## src/verilog/rsr_pkg.sv

```systemverilog
// Purpose: shared constants and carriers for the radio serdes host registers
// Assumes: byte-wide register port, 8-bit addresses
// Notes: offsets are the register addresses seen by the host port
package rsr_pkg;
  localparam logic [7:0] RSR_ADDR_RX_IRQ_STAT = 8'h08;
  localparam logic [7:0] RSR_ADDR_A_BYTE = 8'h09;
  localparam logic [7:0] RSR_ADDR_A_MASK = 8'h0A;
  localparam logic [7:0] RSR_ADDR_B_BYTE = 8'h0B;
  localparam logic [7:0] RSR_ADDR_B_MASK = 8'h0C;
  localparam logic [7:0] RSR_ADDR_TX_IRQ_MASK = 8'h0D;
  localparam logic [7:0] RSR_ADDR_TX_IRQ_STAT = 8'h0E;
  // receive interrupt status bit positions
  localparam int RSR_BIT_A_FULL = 0;
  localparam int RSR_BIT_A_EOF = 1;
  localparam int RSR_BIT_A_ALL_GOOD = 3;
  // transmit enable / status bit positions
  localparam int RSR_BIT_TX_EMPTY = 0;
  localparam int RSR_BIT_TX_DONE = 1;
  localparam int RSR_BIT_TX_OVER = 2;
  localparam int RSR_BIT_TX_UNDER = 3;
  localparam logic [3:0] RSR_TX_MASK_BITS = 4'hF;
  localparam logic [7:0] RSR_RESET_BYTE = 8'h00;
  localparam logic [7:0] RSR_EOF_BITS_DEFAULT = 8'h03;

  // one received bit time from a channel receiver
  typedef struct packed {
    logic bit_tick;
    logic bit_good;
    logic bit_val;
  } rsr_rx_bit_t;

  // host register access strobes
  typedef struct packed {
    logic rd;
    logic wr;
    logic [7:0] addr;
    logic [7:0] wdata;
  } rsr_host_req_t;

  // transmit status conditions from the transmitter
  typedef struct packed {
    logic under;
    logic over;
    logic done;
    logic empty;
  } rsr_tx_stat_t;
endpackage

```

## src/verilog/rsr_regs.sv

```systemverilog
// Purpose: host-visible receive byte, mask and transmit enable registers
// Assumes: one clock, synchronous active-high reset, host strobes one cycle
// Notes: channel B status and transmit data registers live elsewhere
//
// Overview of operation
// - channel A end-of-frame set after configured idle bit times once started
// - reading receive interrupt status clears channel A end-of-frame flag
// - channel A full flag set when a complete byte moves to register
// - end of frame also moves partial byte and raises full
// - channel A byte read-only, bit 0 first received
// - channel A mask read-only, one marks matching bit valid
// - all-valid flag set means all eight A bits valid
// - channel B byte read-only, bit 0 first received
// - channel B mask read-only, one marks matching bit valid
// - enable bit 3 gates underflow interrupt
// - enable bit 2 gates overflow interrupt
// - enable bit 1 gates done interrupt
// - enable bit 0 gates empty interrupt
// - status bit 3 marks all A bits valid, never interrupts
module rsr_regs
  import rsr_pkg::*;
(
  // clock and reset
  input wire logic sys_clk,
  input wire logic rst,
  // host register port
  input rsr_pkg::rsr_host_req_t host_req,
  output logic [7:0] host_rdata,
  // end-of-frame idle bit count from serdes control
  input wire logic [7:0] eof_bits,
  // channel receivers
  input rsr_pkg::rsr_rx_bit_t rx_a,
  input rsr_pkg::rsr_rx_bit_t rx_b,
  // transmitter conditions
  input rsr_pkg::rsr_tx_stat_t tx_stat,
  // transmit interrupt
  output logic tx_irq
);
  import rsr_pkg::*;

  ////////////////////////////////////////////////////////////////////////////
  typedef struct packed {
    logic [7:0] shift;
    logic [7:0] good;
    logic [3:0] count;
  } rsr_coll_t;

  // one received bit into a collector; a byte completes at eight bits
  function automatic rsr_coll_t rsr_push(rsr_coll_t c, rsr_rx_bit_t b);
    rsr_coll_t n;
    n = c;
    n.shift[c.count[2:0]] = b.bit_val;
    n.good[c.count[2:0]] = b.bit_good;
    n.count = c.count + 4'h1;
    return n;
  endfunction

  localparam rsr_coll_t RSR_COLL_EMPTY = '0;

  rsr_coll_t coll_a_q, coll_a_d, coll_b_q, coll_b_d;
  logic [7:0] a_byte_q, a_byte_d, a_mask_q, a_mask_d;
  logic [7:0] b_byte_q, b_byte_d, b_mask_q, b_mask_d;
  logic a_full_q, a_full_d, a_eof_q, a_eof_d, a_good_q, a_good_d;
  logic a_run_q, a_run_d;
  logic [7:0] a_idle_q, a_idle_d;
  logic [3:0] tx_en_q, tx_en_d;
  logic [7:0] rdata_q, rdata_d;
  logic irq_q, irq_d;

  ////////////////////////////////////////////////////////////////////////////
  always_comb begin
    rsr_coll_t na;
    rsr_coll_t nb;
    logic a_load;
    logic a_eof_ev;
    na = coll_a_q;
    nb = coll_b_q;
    a_load = 1'b0;
    a_eof_ev = 1'b0;
    coll_a_d = coll_a_q;
    coll_b_d = coll_b_q;
    a_byte_d = a_byte_q;
    a_mask_d = a_mask_q;
    b_byte_d = b_byte_q;
    b_mask_d = b_mask_q;
    a_run_d = a_run_q;
    a_idle_d = a_idle_q;
    a_good_d = a_good_q;
    // channel A: valid bits collect, idle bit times count to end of frame
    if (rx_a.bit_tick) begin
      if (rx_a.bit_good) begin
        na = rsr_push(coll_a_q, rx_a);
        a_run_d = 1'b1;
        a_idle_d = 8'h00;
        if (na.count == 4'h8) begin
          a_load = 1'b1;
        end
      end else if (a_run_q) begin
        a_idle_d = a_idle_q + 8'h01;
        // zero count already fires on the first idle bit time, as a count of one does
        if (a_idle_q + 8'h01 >= eof_bits || eof_bits == 8'h00) begin
          a_eof_ev = 1'b1;
          a_run_d = 1'b0;
          a_idle_d = 8'h00;
          a_load = (coll_a_q.count != 4'h0);
        end
      end
    end
    if (a_load) begin
      a_byte_d = na.shift;
      a_mask_d = na.good;
      a_good_d = (na.good == 8'hFF);
      coll_a_d = RSR_COLL_EMPTY;
    end else begin
      coll_a_d = na;
    end
    // channel B: complete bytes only; its status flags are held elsewhere
    if (rx_b.bit_tick && rx_b.bit_good) begin
      nb = rsr_push(coll_b_q, rx_b);
      if (nb.count == 4'h8) begin
        b_byte_d = nb.shift;
        b_mask_d = nb.good;
        coll_b_d = RSR_COLL_EMPTY;
      end else begin
        coll_b_d = nb;
      end
    end
    // set wins over the read-clear
    a_full_d = a_full_q;
    a_eof_d = a_eof_q;
    if (host_req.rd && host_req.addr == RSR_ADDR_RX_IRQ_STAT) begin
      a_full_d = 1'b0;
      a_eof_d = 1'b0;
    end
    if (a_load) begin
      a_full_d = 1'b1;
    end
    if (a_eof_ev) begin
      a_eof_d = 1'b1;
    end
  end

  ////////////////////////////////////////////////////////////////////////////
  always_comb begin
    tx_en_d = tx_en_q;
    // reserved bits 7:4 are dropped; host is expected to write zeros
    if (host_req.wr && host_req.addr == RSR_ADDR_TX_IRQ_MASK) begin
      tx_en_d = host_req.wdata[3:0] & RSR_TX_MASK_BITS;
    end
    irq_d = (tx_en_q[RSR_BIT_TX_UNDER] & tx_stat.under)
          | (tx_en_q[RSR_BIT_TX_OVER] & tx_stat.over)
          | (tx_en_q[RSR_BIT_TX_DONE] & tx_stat.done)
          | (tx_en_q[RSR_BIT_TX_EMPTY] & tx_stat.empty);
    // all-valid flag feeds status only, never the interrupt
  end

  ////////////////////////////////////////////////////////////////////////////
  always_comb begin
    rdata_d = 8'h00;
    if (host_req.rd) begin
      unique case (host_req.addr)
        RSR_ADDR_RX_IRQ_STAT: begin
          rdata_d[RSR_BIT_A_FULL] = a_full_q;
          rdata_d[RSR_BIT_A_EOF] = a_eof_q;
          rdata_d[RSR_BIT_A_ALL_GOOD] = a_good_q;
        end
        RSR_ADDR_A_BYTE: rdata_d = a_byte_q;
        RSR_ADDR_A_MASK: rdata_d = a_mask_q;
        RSR_ADDR_B_BYTE: rdata_d = b_byte_q;
        RSR_ADDR_B_MASK: rdata_d = b_mask_q;
        RSR_ADDR_TX_IRQ_MASK: rdata_d = {4'h0, tx_en_q};
        default: rdata_d = 8'h00;
      endcase
    end
  end

  ////////////////////////////////////////////////////////////////////////////
  always_ff @(posedge sys_clk) begin
    if (rst) begin
      coll_a_q <= RSR_COLL_EMPTY;
      coll_b_q <= RSR_COLL_EMPTY;
      a_byte_q <= RSR_RESET_BYTE;
      a_mask_q <= RSR_RESET_BYTE;
      b_byte_q <= RSR_RESET_BYTE;
      b_mask_q <= RSR_RESET_BYTE;
      a_full_q <= 1'b0;
      a_eof_q <= 1'b0;
      a_good_q <= 1'b0;
      a_run_q <= 1'b0;
      a_idle_q <= 8'h00;
      tx_en_q <= 4'h0;
      rdata_q <= 8'h00;
      irq_q <= 1'b0;
    end else begin
      coll_a_q <= coll_a_d;
      coll_b_q <= coll_b_d;
      a_byte_q <= a_byte_d;
      a_mask_q <= a_mask_d;
      b_byte_q <= b_byte_d;
      b_mask_q <= b_mask_d;
      a_full_q <= a_full_d;
      a_eof_q <= a_eof_d;
      a_good_q <= a_good_d;
      a_run_q <= a_run_d;
      a_idle_q <= a_idle_d;
      tx_en_q <= tx_en_d;
      rdata_q <= rdata_d;
      irq_q <= irq_d;
    end
  end

  assign host_rdata = rdata_q;
  assign tx_irq = irq_q;
endmodule

```

## config.mk

```make
export PLATFORM = sky130hd
export DESIGN_NAME = rsr_regs
export DESIGN_NICKNAME = d
export VERILOG_FILES = /design/src/verilog/rsr_pkg.sv /design/src/verilog/rsr_regs.sv
export SDC_FILE = /design/constraint.sdc
export NUM_CORES = 1
export LEC_CHECK = 0
export BUFFER_PORTS_ARGS = -buffer_cell sky130_fd_sc_hd__buf_4
export CORE_MARGIN = 4
export CORE_UTILIZATION = 45
export CTS_CLUSTER_DIAMETER = 50
export DETAILED_ROUTE_END_ITERATION = 6
export GPL_TIMING_DRIVEN = 1
export PLACE_DENSITY_LB_ADDON = 0.08
export SLEW_MARGIN = 5
export SYNTH_ARGS = -nofsm -noshare
export SYNTH_HDL_FRONTEND = slang
export SYNTH_SLANG_ARGS = --single-unit
```

## constraint.sdc

```tcl
create_clock -name sys_clk -period 4.7 [get_ports sys_clk]
set_clock_uncertainty 0.2 [all_clocks]
set_input_delay 0.235 -clock sys_clk [delete_from_list [all_inputs] [get_ports sys_clk]]
set_output_delay 0.235 -clock sys_clk [all_outputs]
set_load 0.05 [all_outputs]
```

-- Word-level counts from Yosys, hierarchy flattened
Index checks and enable logic that the tools add are counted.
- reduce and logical (&&, ||, !) cells: 16
- mux-type cells: 33
- eq/ne operators: 9
- bitwise logic cells: 8
- order comparisons: 5
- add/subtract/negate cells: 3
- operators by type and width (cell ; count):
    $mux 20 ; 3
    $eq 8x4->1 const B ; 6
    $bwmux 8 ; 4
    $mux 8 ; 3
    $mux 1 ; 17
    $pmux 4 s4 ; 1
    $pmux 2 s6 ; 1
    $add 4x1->4 const B ; 2
    $add 8x1->8 const B ; 1
    $eq 4x4->1 const B ; 2
    $eq 8x8->1 const B ; 1
    $ge 8x8->1 ; 1
    $logic_not 8->1 ; 1
    $lt 3x4->1 const B ; 2
    $demux 1 s3 ; 2
    $ge 3x1->1 const B ; 2
    $pmux 1 s6 ; 1
    $reduce_and 2->1 ; 3
    $reduce_bool 2->1 ; 3
    $logic_and 1x1->1 ; 5
    $pmux 1 s5 ; 1
    $and 1x1->1 ; 4
    $reduce_bool 4->1 ; 1
    $reduce_or 2->1 ; 2
    other kinds (3) ; 5
- input bits: 38
- logic and storage cells: 92
- register bits after elaboration: 97

-- Depth between registers and ports, before layout
Gate-level depths: netlist (run 1).
- word-level depth: 8
- depth in mapped cells: 12
- mapped depth without buffers: 11

-- Worst setup path before layout (run 1)
OpenSTA, ideal clock, no wires.
- path type: register to register
- start point: register a_idle_q[2]
- end point: register a_byte_q[7]
- path slack: 1.672 ns
- stages on the path, launching flop included: 12
- data arrival time: 2.742 ns
- library setup time: 0.086 ns
- period minus slack after synthesis: 3.028 ns
- cell sequence: dfxtp_1 -> and3_1 -> and3_1 -> nor2b_1 -> or2_2 -> ha_1 -> a41o_1 -> a221oi_1 -> nand2b_1 -> clkbuf_1 -> nand2_1 -> a211oi_1
- word-level cells in the longest chain between the ends: 7
- RTL lines (what ; RTL line ; text):
    start: declaration ; rsr_regs.sv:65 ; logic [7:0] a_idle_q, a_idle_d;
    start signal: assignment ; rsr_regs.sv:205 ; a_idle_q <= a_idle_d;
    $add 8x1->8 ; rsr_regs.sv:101 ; if (a_idle_q + 8'h01 >= eof_bits || eof_bits == 8'h00) begin
    $ge 8x8->1 ; rsr_regs.sv:101 ;
    $logic_or 1x1->1 ; rsr_regs.sv:101 ;
    $mux 1 ; rsr_regs.sv:101 ;
    $mux 1 ; rsr_regs.sv:98 ; end else if (a_run_q) begin
    $mux 1 ; rsr_regs.sv:91 ; if (rx_a.bit_good) begin
    $mux 1 ; rsr_regs.sv:90 ; if (rx_a.bit_tick) begin
    end signal: assignment ; rsr_regs.sv:197 ; a_byte_q <= a_byte_d;
    end: declaration ; rsr_regs.sv:61 ; logic [7:0] a_byte_q, a_byte_d, a_mask_q, a_mask_d;
No other way between the ends.
A chain may end at the register's enable or synchronous reset.

-- Worst setup path in the final report (run 1)
- start point: register a_idle_q[0]
- end point: register coll_a_q[1] (netlist name)
- word-level cells in the longest chain between the ends: 8
- RTL lines (what ; RTL line ; text):
    $add 8x1->8 ; rsr_regs.sv:101 ;
    $ge 8x8->1 ; rsr_regs.sv:101 ;
    $logic_or 1x1->1 ; rsr_regs.sv:101 ;
    $mux 1 ; rsr_regs.sv:101 ;
    $mux 1 ; rsr_regs.sv:98 ;
    $mux 1 ; rsr_regs.sv:91 ;
    $mux 1 ; rsr_regs.sv:90 ;
    $reduce_or 2->1 (no source line) ; - ;
    end signal: assignment ; rsr_regs.sv:195 ; coll_a_q <= coll_a_d;
    end: declaration ; rsr_regs.sv:60 ; rsr_coll_t coll_a_q, coll_a_d, coll_b_q, coll_b_d;
No other way between the ends.

==> results of run 1 <==
==> cells by family after synthesis <==
group | after synthesis | share of synthesized area [%]
simple gates | 178 | 19.4
compound gates | 141 | 21.9
flops | 97 | 44.0
buf+inv | 46 | 4.06
mux | 18 | 4.34
xor+xnor | 13 | 2.58
fa+ha+maj | 13 | 3.69
==> worst min-delay path by stage <==
stage	start	end	slack, ns
global placement	b_mask_q[2]	b_mask_q[2]	0.25
floorplan	host_req[0]	tx_en_q[0]	0.18
CTS	rx_b[1]	b_mask_q[6]	0.00003
detailed placement	b_mask_q[4]	b_mask_q[4]	0.25
global route	rx_b[1]	b_mask_q[6]	0.01
finish	rx_b[1]	b_mask_q[6]	0.02
==> timing repair <==
action,4_1_cts,5_1_grt
hold endpoints to repair,6,0
setup buffers,0,0
hold buffers,13,0
==> area by class of cell <==
| type | count | area [sq um] |
|---|---|---|
| fill | 880 | 4250 |
| multi-input combinational | 363 | 2290 |
| sequential | 97 | 1940 |
| timing repair buffer | 60 | 483 |
| tap | 129 | 161 |
| clock buffer | 10 | 128 |
| clock inverter | 5 | 81.3 |
| inverter | 11 | 41.3 |
==> registers in the layout, indices dropped and copies added (netlist names) <==
name	count
coll_b_q	20
a_idle_q	8
coll_a_q	20
b_byte_q	8
host_rdata	8
a_run_q	1
a_eof_q	1
a_mask_q	8
a_byte_q	8
tx_en_q	4
b_mask_q	8
a_good_q	1
a_full_q	1
tx_irq	1
==> placed cells by master (no fill, tap or decap), drive strengths merged, types with 12 or more instances in the layout <==
master / n
nor3: 14
a21oi: 46
nand3: 12
ha: 13
dfxtp: 97
buf: 47
nor2: 68
a22oi: 14
dlygate4sd3: 13
o21ai: 13
a211oi: 33
nand2: 39
==> through the flow <==
stage                     worst slack [ns]  hold slack (ns)  instances  total power [mW]
final                                 1.11           0.0227        675              1.52
after global routing                 0.776           0.0128        675              1.58
after CTS                             1.09        0.0000342        675              1.53
after detailed placement              1.12            0.255        647             0.950
after global placement                1.19            0.249        647             0.947
after floorplan                       1.67            0.182        506             0.912
==> critical path: cells and delay by family, from the launching register on <==
family | cells | cell delay [ns]
and+or+nand+nor | 6 | 1.48
AOI/OAI and AO/OA | 3 | 0.93
DFF | 1 | 0.41
adders and majority gates | 1 | 0.30
buffers and inverters | 1 | 0.19
==> layer usage <==
layer | wire length (um) | track usage [%] | up-vias
met1 | 5310 | 27.9 | 1790
met2 | 4640 | 29.2 | 83
met4 | 102 | 4.84 | 0
met3 | 515 | 3.73 | 9
met5 | 0 | 0 | -
li1 | - | - | 1908
==> Yosys cell counts (all sizes together), types with 11 or more instances <==
cell type / number / area (sq um)
a22oi: 14 / 105
a21oi: 46 / 230
clkbuf: 27 / 101
nor3: 14 / 75.1
ha: 13 / 163
nand2: 39 / 149
a211oi: 33 / 248
o21ai: 13 / 65.1
nor2b: 11 / 68.8
dfxtp: 97 / 1940
inv: 11 / 41.3
nor2: 68 / 255
nand3: 12 / 60.1
==> power groups by stage <==
stage	registers, mW	clock network [mW]	logic, mW
after detailed placement	0.854	0	0.0951
after global placement	0.854	0	0.0931
after floorplan	0.851	0	0.0607
final	0.835	0.579	0.101
after global routing	0.837	0.627	0.113
after CTS	0.835	0.594	0.100
==> tab_implementation.tex, run 1 <==
\begin{tabular}{lr}
\hline
Metric & Value \\
\hline
\multicolumn{2}{l}{\textbf{Status}} \\
\quad Status & finished clean \\
\multicolumn{2}{l}{\textbf{Clock tree}} \\
\quad Number of gates resized after cts & 0 \\
\quad Worst-Skew Late Latency & $\sim$0.36 ns \\
\quad \# H-tree levels & 3 \\
\quad Clock root buffer master & sky130\_fd\_sc\_hd\_\_clkbuf\_8 \\
\quad Number of sinks on the clock net & between 90 and 100 \\
\quad Clock tree from TritonCTS & built \\
\quad Total clock buffers created by CTS & 9 \\
\quad Clock input transition at the sequential cells of the worst setup and hold paths & 0.10 ns \\
\quad CTS Buffer Depth & 2 \\
\multicolumn{2}{l}{\textbf{Drt}} \\
\quad Detailed-route wire length & about 11,000 um \\
\quad Via count & about 3,800 \\
\quad Ratio of routed vias to standard cells & $\sim$5.6 \\
\quad Count of nets left with antenna violations after detail routing & 0 \\
\quad Final routed DRC violation total & 0 \\
\quad Router iterations before antenna repair & 5 \\
\quad Average routed wire per standard cell & 15.7 um \\
\quad DR iter-0 viols & $\sim$170 \\
\multicolumn{2}{l}{\textbf{Layout}} \\
\quad Number of nets in the final layout & 593 \\
\quad Antenna diode instance count & 0 \\
\quad Synth-to-Final Area Change & 16.2\% \\
\quad Fraction of the core area covered by cells at the end of the flow & around 55\% \\
\quad Area of all placed cells without fillers & between 5000 and 6000 sq um \\
\quad Fraction of layout cells with a size suffix above 1 & 14.1\% \\
\multicolumn{2}{l}{\textbf{Place}} \\
\quad Number of port buffers & between 40 and 50 \\
\quad Detailed placer's ending HPWL & 7260 um \\
\quad Final weighted congestion in routability-driven placement & slightly above 0.8 \\
\quad Placed instance area & approximately 4800 sq um \\
\multicolumn{2}{l}{\textbf{Setup path}} \\
\quad Worst path slowest cell & sky130\_fd\_sc\_hd\_\_nand3b\_1 \\
\quad Endpoint required time on the critical path & roughly 4.8 ns \\
\quad CP peak stage delay & 0.55 ns \\
\quad Capture point of the worst path & coll\_a\_q[1] \\
\quad Worst reg-to-reg setup slack & 1.11 ns \\
\quad Category of the most critical setup path & register to register \\
\quad Cell repeated most along the worst path & sky130\_fd\_sc\_hd\_\_and3\_1 \\
\quad Worst-path cell chain & and3\_1 > and3\_1 > nor2b\_1 > or2\_2 > ha\_1 > a41o\_1 > a221oi\_1 > nand2b\_1 > buf\_4 > nand3b\_1 > a21oi\_1 \\
\quad Critical path capture point type & register \\
\quad Critical path data arrival time & about 3.7 ns \\
\quad R2R depth & 11 \\
\quad Origin of the worst setup path & a\_idle\_q[0] \\
\quad Worst Path Max Fanout & 20 \\
\quad CP Launch Type & register \\
\quad Critical R2R Capture & coll\_a\_q[1] \\
\quad Worst R2R Start & a\_idle\_q[0] \\
\multicolumn{2}{l}{\textbf{Worst hold path}} \\
\quad Class of the tightest hold or removal check & input port to register \\
\quad WHS Path Cells & 3 \\
\multicolumn{2}{l}{\textbf{GRT}} \\
\quad Vias in the first global route & between 3,000 and 4,000 \\
\quad Maximum number of pins on one net before global-route repair & between 60 and 70 \\
\quad Leftover overflow at the end of global routing & 0 \\
\quad Initial antenna violation count & 0 \\
\quad Global-route wire length before repair & between 15,000 and 20,000 um \\
\quad Total track usage & a little under a fifth \\
\multicolumn{2}{l}{\textbf{Timing}} \\
\quad Peak clock frequency supported by timing & $\sim$280 MHz \\
\quad Rel. slew slack & between 20\% and 30\% \\
\quad Final hold violation count & 0 \\
\quad Min cycle time layout & roughly 3.6 ns \\
\quad Final Slew Violations & 0 \\
\quad Total negative slack for setup checks & 0 ns \\
\quad Tightest Pin Transition & roughly 1.1 ns \\
\quad Count of final setup violators & 0 \\
\quad Part of the cycle the worst path needs & around three quarters \\
\quad Unrepaired setup endpoints after global routing & no \\
\multicolumn{2}{l}{\textbf{Power and ir drop}} \\
\quad Sw Ratio & 22.9\% \\
\quad Power Dens Cells & $\sim$300 nW/um\^{}2 \\
\quad Worst vdd rail ir drop & about 0.17 mV \\
\quad Proportion of power drawn by combinational gates & under 10\% \\
\quad Power share of the clock group & a little under two fifths \\
\quad Cell leakage power & around 1.9 nW \\
\quad Sequential Power Share & a little under three fifths \\
\quad Net switching power of the design & $\sim$0.35 mW \\
\quad Internal power contribution & about 1.2 mW \\
\multicolumn{2}{l}{\textbf{Die}} \\
\quad Initial Utilization & between 40\% and 50\% \\
\quad Chip Width & around 110 um \\
\quad I/O pin cnt & 47 \\
\quad Total die area & $\sim$11,000 sq um \\
\quad Site Rows & 35 \\
\quad Core Area & 9370 sq um \\
\quad Overall die height & $\sim$110 um \\
\multicolumn{2}{l}{\textbf{Flow run}} \\
\quad Number of max-capacitance violations reported & 0 \\
\multicolumn{2}{l}{\textbf{Synth}} \\
\quad Nets in the synthesized netlist & 557 \\
\quad Sequential cell area fraction in the yosys report & 44.0\% \\
\quad Mapped Avg Cell Area & approximately 8.7 sq um \\
\quad Post-synth EDFFs & 0 \\
\quad Warnings, synthesis & 0 \\
\quad Number of standard cells after synthesis & around 510 \\
\quad Library cells used by synthesis & 52 \\
\quad Dominant synthesized flop cell & sky130\_fd\_sc\_hd\_\_dfxtp\_1 \\
\quad Number of register bits inferred by synthesis & between 90 and 100 \\
\quad Mapped cell area & between 4000 and 5000 sq um \\
\quad Synth async-reset ratio & 0\% \\
\hline
\end{tabular}
Power figures use the tool's default switching activity.
==> inputs of run 2 (changes only) <==
Clock period 4.7 ns to 2.95 ns, I/O delays scaled along.
==> run 2 against run 1 <==
Cell area rose by 9.6%. Non-clock buffer count rose by 31. Critical endpoint is now a_mask_q[2]. Flip-flop and latch count did not move. Utilization rose by 5.2 points. Clock power rose by 52%. Wire length rose by 8.9%. Clock-buffer cell count rose by 1. Via count rose by 4.5%. Combinational power rose by 83%. Total power rose by 58%. Global-route usage rose by 0.75 points. Highest routed layer unchanged. Worst setup slack got worse by 1.0 ns.
==> tab_implementation.tex, run 2 (synthesized netlist as in run 1, its figures left out) <==
\begin{tabular}{lr}
\hline
Metric & Value \\
\hline
\multicolumn{2}{l}{\textbf{Place}} \\
\quad Detailed placer's ending HPWL & 7610 um \\
\quad Placed instance area & between 4000 and 5000 sq um \\
\quad Final weighted congestion in routability-driven placement & 0.810 \\
\quad Pre-CTS setup slack & -0.0444 ns \\
\quad Number of port buffers & 42 \\
\quad Post-Place Cells & between 600 and 700 \\
\multicolumn{2}{l}{\textbf{Layout}} \\
\quad Fraction of the core area covered by cells at the end of the flow & between 50\% and 60\% \\
\quad Leading cell types in the layout, fill and taps excluded & sky130\_fd\_sc\_hd\_\_dfxtp\_1 (94), sky130\_fd\_sc\_hd\_\_nor2\_1 (68), sky130\_fd\_sc\_hd\_\_buf\_4 (62) \\
\quad Synth-to-Final Area Change & 27.3\% \\
\quad Antenna diode instance count & 0 \\
\quad \# fillers & $\sim$870 \\
\quad Area of all placed cells without fillers & 5620 sq um \\
\quad Most common library cell in the layout ignoring fill and taps & sky130\_fd\_sc\_hd\_\_dfxtp\_1 \\
\quad Fraction of layout cells with a size suffix above 1 & a little over a fifth \\
\quad Number of nets in the final layout & roughly 620 \\
\quad Registers with the highest flip-flop counts & coll\_a\_q: 20 flops, coll\_b\_q: 20 flops \\
\quad Fin cells & a little over 700 \\
\multicolumn{2}{l}{\textbf{Die}} \\
\quad Initial Utilization & a little under half \\
\quad Overall die height & about 110 um \\
\quad Chip Width & roughly 110 um \\
\quad Site Rows & 35 \\
\quad Core Area & between 9000 and 10,000 sq um \\
\quad Total die area & 11,400 sq um \\
\quad I/O pin cnt & between 40 and 50 \\
\multicolumn{2}{l}{\textbf{Power and ir drop}} \\
\quad Power share of the clock group & between 30\% and 40\% \\
\quad Tot Pwr & between 2 and 2.5 mW \\
\quad Proportion of power drawn by combinational gates & between 7 and 8\% \\
\quad Power Dens Cells & 427 nW/um\^{}2 \\
\quad Internal power contribution & approximately 1.8 mW \\
\quad Net switching power of the design & roughly 0.58 mW \\
\quad Worst vdd rail ir drop & 0.322 mV \\
\quad Sequential Power Share & roughly 56\% \\
\quad Cell leakage power & around 2.1 nW \\
\quad Sw Ratio & 24.0\% \\
\multicolumn{2}{l}{\textbf{Setup path}} \\
\quad Critical path data arrival time & $\sim$2.9 ns \\
\quad Origin of the worst setup path & a\_idle\_q[0] \\
\quad CP Launch Type & register \\
\quad Critical path capture point type & register \\
\quad Critical R2R Capture & a\_mask\_q[2] \\
\quad R2R depth & 11 \\
\quad Endpoint required time on the critical path & $\sim$3 ns \\
\quad Worst reg-to-reg setup slack & about 0.077 ns \\
\quad Worst Path Max Fanout & 5 \\
\quad Category of the most critical setup path & register to register \\
\quad Worst R2R Start & a\_idle\_q[0] \\
\quad Capture point of the worst path & a\_mask\_q[2] \\
\multicolumn{2}{l}{\textbf{Clock tree}} \\
\quad Total clock buffers created by CTS & 9 \\
\quad Clock input transition at the sequential cells of the worst setup and hold paths & approximately 0.10 ns \\
\quad Clock tree from TritonCTS & built \\
\quad \# H-tree levels & 3 \\
\quad CTS Buffer Depth & 2 \\
\quad Worst-Skew Late Latency & around 0.36 ns \\
\quad Number of sinks on the clock net & between 90 and 100 \\
\quad Clock root buffer master & sky130\_fd\_sc\_hd\_\_clkbuf\_8 \\
\multicolumn{2}{l}{\textbf{Drt}} \\
\quad Via count & roughly 4,000 \\
\quad Count of nets left with antenna violations after detail routing & 0 \\
\quad Final routed DRC violation total & 0 \\
\quad Ratio of routed vias to standard cells & 5.60 \\
\quad Detailed-route wire length & 11,500 um \\
\quad Router iterations before antenna repair & 5 \\
\quad DR iter-0 viols & 238 \\
\quad Average routed wire per standard cell & about 16 um \\
\multicolumn{2}{l}{\textbf{Timing}} \\
\quad Final Slew Violations & 0 \\
\quad Post-route setup slack & approximately 0.077 ns \\
\quad Count of final setup violators & 0 \\
\quad Rel. slew slack & between 40\% and 50\% \\
\quad Min cycle time layout & between 2 and 3 ns \\
\quad Total negative slack for setup checks & 0 ns \\
\quad Peak clock frequency supported by timing & around 350 MHz \\
\quad Tightest Pin Transition & 0.794 ns \\
\quad Worst hold margin & $\sim$0.021 ns \\
\quad Final hold violation count & 0 \\
\quad Part of the cycle the worst path needs & between 90\% and 100\% \\
\multicolumn{2}{l}{\textbf{Worst hold path}} \\
\quad Class of the tightest hold or removal check & input port to register \\
\multicolumn{2}{l}{\textbf{GRT}} \\
\quad Initial antenna violation count & 0 \\
\quad Leftover overflow at the end of global routing & 0 \\
\quad Total track usage & 19.9\% \\
\quad Vias in the first global route & $\sim$3,800 \\
\quad Maximum number of pins on one net before global-route repair & 46 \\
\quad Global-route wire length before repair & roughly 19,000 um \\
\multicolumn{2}{l}{\textbf{Flow run}} \\
\quad Number of max-capacitance violations reported & 0 \\
\multicolumn{2}{l}{\textbf{Status}} \\
\quad Status & finished clean \\
\hline
\end{tabular}
==> run 2: cell count changes in the layout (fill, tap and decap cells not counted), sizes merged <==
cell	change
inv	+1
bufinv	-1
clkbuf	+3
clkinvlp	+1
dlygate4sd3	+13
clkinv	-1
buf	+16
==> run 2: how the worst min path moves through the flow <==
stage                           start           to  slack, ns  depth (start not counted)
after floorplan           host_req[0]   tx_en_q[0]       0.09                          2
after global placement    host_req[0]   tx_en_q[0]       0.22                          3
after detailed placement  host_req[3]   tx_en_q[3]       0.22                          3
after CTS                         rst  a_idle_q[2]       0.02                          2
after global routing              rst  a_idle_q[2]       0.03                          2
final                             rst  a_idle_q[1]       0.02                          2
==> run 2: timing repair <==
| item | in CTS | in global routing |
|---|---|---|
| gates cloned | 0 | 2 |
| resized for setup | 3 | 30 |
| buffers inserted | 0 | 1 |
| hold buffers | 26 | 0 |
| endpoints found under the setup margin | 11 | 47 |
| pin swaps | 0 | 2 |
| hold endpoints to repair | 23 | 0 |
==> run 2: power by group through the flow <==
stage / clock network, mW / registers, mW / logic (mW)
after detailed placement: 0 / 1.36 / 0.159
after CTS: 0.909 / 1.33 / 0.176
after global placement: 0 / 1.36 / 0.156
after global routing: 0.966 / 1.33 / 0.202
final: 0.882 / 1.33 / 0.185
after floorplan: 0 / 1.36 / 0.0974
==> run 2: metal layers <==
layer | wire length (um) | global-route usage, %
met1 | 5640 | 28.0
met2 | 5280 | 31.7
met3 | 520 | 4.94
met4 | 65 | 3.01
met5 | 0 | 0
==> run 2: layout make-up <==
cell class                 instances  area (sq um)  share of cell area, %
multi-input combinational        363          2470                   44.0
timing repair buffer              91           796                   14.2
inverter                          11          41.3                  0.735
clock inverter                     5          62.6                   1.11
sequential                        97          1950                   34.6
tap                              129           161                   2.87
clock buffer                      11           141                   2.52
==> run 2: worst max-delay path, cell delays in order, from the launching register on <==
cell	delay, ns
sky130_fd_sc_hd__dfxtp_2	0.38
sky130_fd_sc_hd__ha_4	0.14
sky130_fd_sc_hd__and3_4	0.19
sky130_fd_sc_hd__nand3_2	0.09
sky130_fd_sc_hd__xnor2_2	0.19
sky130_fd_sc_hd__ha_1	0.29
sky130_fd_sc_hd__a41o_1	0.27
sky130_fd_sc_hd__a221oi_4	0.29
sky130_fd_sc_hd__o21ai_4	0.17
sky130_fd_sc_hd__buf_12	0.17
sky130_fd_sc_hd__a211oi_1	0.27
sky130_fd_sc_hd__a211oi_1	0.09
==> inputs of run 3 (changes only) <==
Settings changed: GPL_TIMING_DRIVEN 1 to 0, PLACE_DENSITY_LB_ADDON 0.08 to 0.25.
==> run 3 against run 2 <==
Sequential share of layout area grew 0.29 points. Critical endpoint is now a_mask_q[0]. Die area is the same. Register-to-register slack lost 0.06 ns. Clock-buffer cell count is the same.
==> tab_implementation.tex, run 3 (synthesized netlist as in run 1, its figures left out) <==
\begin{tabular}{lr}
\hline
Metric & Value \\
\hline
\multicolumn{2}{l}{\textbf{Timing}} \\
\quad Tightest Pin Transition & 0.948 ns \\
\quad Post-route setup slack & around 0.016 ns \\
\quad Unrepaired setup endpoints after global routing & yes \\
\quad Final hold violation count & 0 \\
\quad Min cycle time layout & between 2 and 3 ns \\
\quad Total negative slack for setup checks & 0 ns \\
\quad Peak clock frequency supported by timing & $\sim$340 MHz \\
\quad Count of final setup violators & 0 \\
\quad Worst hold margin & 0.0457 ns \\
\quad Final Slew Violations & 0 \\
\quad Rel. slew slack & about 37\% \\
\quad Part of the cycle the worst path needs & between 90\% and 100\% \\
\multicolumn{2}{l}{\textbf{GRT}} \\
\quad Total track usage & 20.4\% \\
\quad Global-route track usage on met1 & between 20\% and 30\% \\
\quad Initial antenna violation count & 0 \\
\quad Layer with the highest usage after global routing & met2 \\
\quad Vias in the first global route & $\sim$4,000 \\
\quad Maximum number of pins on one net before global-route repair & 15 \\
\quad Fraction of met3 tracks used by global routing & slightly above 3\% \\
\quad Met2 demand-to-capacity share in global routing & about 34\% \\
\quad Leftover overflow at the end of global routing & 0 \\
\quad Global-route wire length before repair & around 19,000 um \\
\multicolumn{2}{l}{\textbf{Setup path}} \\
\quad Category of the most critical setup path & register to register \\
\quad Worst-path cell chain & and3\_4 > and3\_4 > nor2b\_1 > or2\_4 > ha\_4 > a41o\_1 > a221oi\_4 > o21ai\_4 > buf\_4 > a211oi\_1 > a211oi\_2 \\
\quad Critical path capture point type & register \\
\quad Critical path data arrival time & approximately 3.0 ns \\
\quad CP Launch Type & register \\
\quad Kind of cell with the highest combined delay on the critical path & compound AO/OA/AOI/OAI gates \\
\quad Endpoint required time on the critical path & around 3.0 ns \\
\quad Number of buffer and inverter instances along the worst setup path & 1 \\
\quad Worst path slowest cell & sky130\_fd\_sc\_hd\_\_dfxtp\_4 \\
\quad Cell repeated most along the worst path & sky130\_fd\_sc\_hd\_\_and3\_4 \\
\quad Worst Path Max Fanout & 7 \\
\quad CP peak stage delay & between 0.3 and 0.4 ns \\
\multicolumn{2}{l}{\textbf{Worst hold path}} \\
\quad Class of the tightest hold or removal check & input port to register \\
\multicolumn{2}{l}{\textbf{Drt}} \\
\quad Final routed DRC violation total & 0 \\
\quad Router iterations before antenna repair & 6 \\
\quad DR iter-0 viols & roughly 300 \\
\quad Count of nets left with antenna violations after detail routing & 0 \\
\quad Via count & around 4,100 \\
\quad Detailed-route wire length & 12,000 um \\
\quad Average routed wire per standard cell & around 17 um \\
\quad Ratio of routed vias to standard cells & 5.82 \\
\multicolumn{2}{l}{\textbf{Place}} \\
\quad Final weighted congestion in routability-driven placement & 0.824 \\
\quad Placed instance area & 4840 sq um \\
\quad Detailed placer's ending HPWL & approximately 8200 um \\
\quad Post-Place Cells & about 670 \\
\quad Pre-CTS setup slack & -0.331 ns \\
\quad Number of port buffers & 34 \\
\multicolumn{2}{l}{\textbf{Clock tree}} \\
\quad Total clock buffers created by CTS & 9 \\
\quad \# H-tree levels & 3 \\
\quad Clock root buffer master & sky130\_fd\_sc\_hd\_\_clkbuf\_8 \\
\quad Number of sinks on the clock net & 97 \\
\quad CTS Buffer Depth & 2 \\
\quad Clock input transition at the sequential cells of the worst setup and hold paths & roughly 0.10 ns \\
\quad Worst-Skew Late Latency & about 0.36 ns \\
\quad Clock tree from TritonCTS & built \\
\multicolumn{2}{l}{\textbf{Power and ir drop}} \\
\quad Internal power contribution & about 1.8 mW \\
\quad Sw Ratio & between 20\% and 30\% \\
\quad Net switching power of the design & approximately 0.55 mW \\
\quad Proportion of power drawn by combinational gates & between 7 and 8\% \\
\quad Worst vdd rail ir drop & approximately 0.24 mV \\
\quad Sequential Power Share & 56.4\% \\
\quad Cell leakage power & 2.02 nW \\
\quad Power Dens Cells & approximately 420 nW/um\^{}2 \\
\quad Power share of the clock group & 35.7\% \\
\quad Tot Pwr & 2.35 mW \\
\multicolumn{2}{l}{\textbf{Layout}} \\
\quad Fraction of layout cells with a size suffix above 1 & between 10\% and 20\% \\
\quad Leading cell types in the layout, fill and taps excluded & sky130\_fd\_sc\_hd\_\_dfxtp\_1 (94), sky130\_fd\_sc\_hd\_\_nor2\_1 (68), sky130\_fd\_sc\_hd\_\_a21oi\_1 (45) \\
\quad Fraction of the core area covered by cells at the end of the flow & 59.6\% \\
\quad Fin cells & a little over 700 \\
\quad Area of all placed cells without fillers & 5580 sq um \\
\quad Synth-to-Final Area Change & 26.6\% \\
\quad Registers with the highest flip-flop counts & coll\_a\_q: 20 flops, coll\_b\_q: 20 flops \\
\quad Antenna diode instance count & 0 \\
\quad Most common library cell in the layout ignoring fill and taps & sky130\_fd\_sc\_hd\_\_dfxtp\_1 \\
\quad Number of nets in the final layout & between 600 and 700 \\
\multicolumn{2}{l}{\textbf{Status}} \\
\quad Status & finished clean \\
\multicolumn{2}{l}{\textbf{Die}} \\
\quad Chip Width & between 100 and 150 um \\
\quad I/O pin cnt & 47 \\
\quad Total die area & approximately 11,000 sq um \\
\quad Overall die height & 107 um \\
\quad Core Area & approximately 9400 sq um \\
\quad Site Rows & 35 \\
\quad Initial Utilization & 47.1\% \\
\multicolumn{2}{l}{\textbf{Flow run}} \\
\quad Number of max-capacitance violations reported & 0 \\
\hline
\end{tabular}
==> run 3: changes by cell type in the layout (fill, tap and decap cells not counted), moves of 3 or more <==
cell and change:
sky130_fd_sc_hd__buf_2 +4, sky130_fd_sc_hd__buf_1 +3, sky130_fd_sc_hd__a211oi_1 -7, sky130_fd_sc_hd__clkbuf_1 +25, sky130_fd_sc_hd__buf_4 -21, sky130_fd_sc_hd__dlygate4sd3_1 -6
sky130_fd_sc_hd__a211oi_2 +7
==> run 3: worst register-to-register path, delay by kind of cell (launching register included) <==
kind / cells / cell delay [ns]
AO/OA/AOI/OAI: 5 / 1.04
flip-flops: 1 / 0.39
AND/OR/NAND/NOR: 4 / 0.80
buffers and inverters: 1 / 0.19
adder cells (fa/ha/maj): 1 / 0.19
==> run 3: path summary, 6_finish.rpt <==
kind                                   from     endpoint  slack, ns  cells past startpoint
worst max-delay path            a_idle_q[0]  a_mask_q[0]       0.02                     11
worst min-delay path                rx_b[0]  b_byte_q[3]       0.05                      3
worst max register to register  a_idle_q[0]  a_mask_q[0]       0.02                     11
worst min register to register  b_mask_q[4]  b_mask_q[4]       0.27                      2
==> run 3: routing by layer <==
| layer | up-vias | routed length (um) | share of wire (%) |
|---|---|---|---|
| li1 | 1989 | - | - |
| met1 | 1996 | 5480 | 46 |
| met2 | 135 | 5540 | 46 |
| met3 | 19 | 746 | 6.2 |
| met4 | 0 | 193 | 1.6 |
| met5 | - | 0 | 0 |
==> run 3: layout make-up <==
type	count	area, sq um
fillers	825	3790
well taps	129	161
flip-flops and latches	97	1950
clock buffers	11	141
clock inverters	3	42.5
inverters	11	41.3
plain buffers	35	155
multi-input cells	364	2570
repair buffers	61	526
==> run 3: power by group through the flow <==
stage	combinational, mW	clock (mW)	sequential (mW)
global route	0.202	0.901	1.33
finish	0.185	0.840	1.33
global placement	0.156	0	1.36
CTS	0.174	0.852	1.33
detailed placement	0.160	0	1.36
floorplan	0.0974	0	1.36
==> run 3: timing repair <==
| action | CTS | global route |
|---|---|---|
| gates resized for setup | 17 | 37 |
| endpoints found under the setup margin | 24 | 46 |
| pin swaps | 2 | 10 |
| endpoints found under the hold margin | 13 | 0 |
| hold buffers | 20 | 0 |
| buffers inserted | 2 | 4 |
| cloned | 0 | 2 |
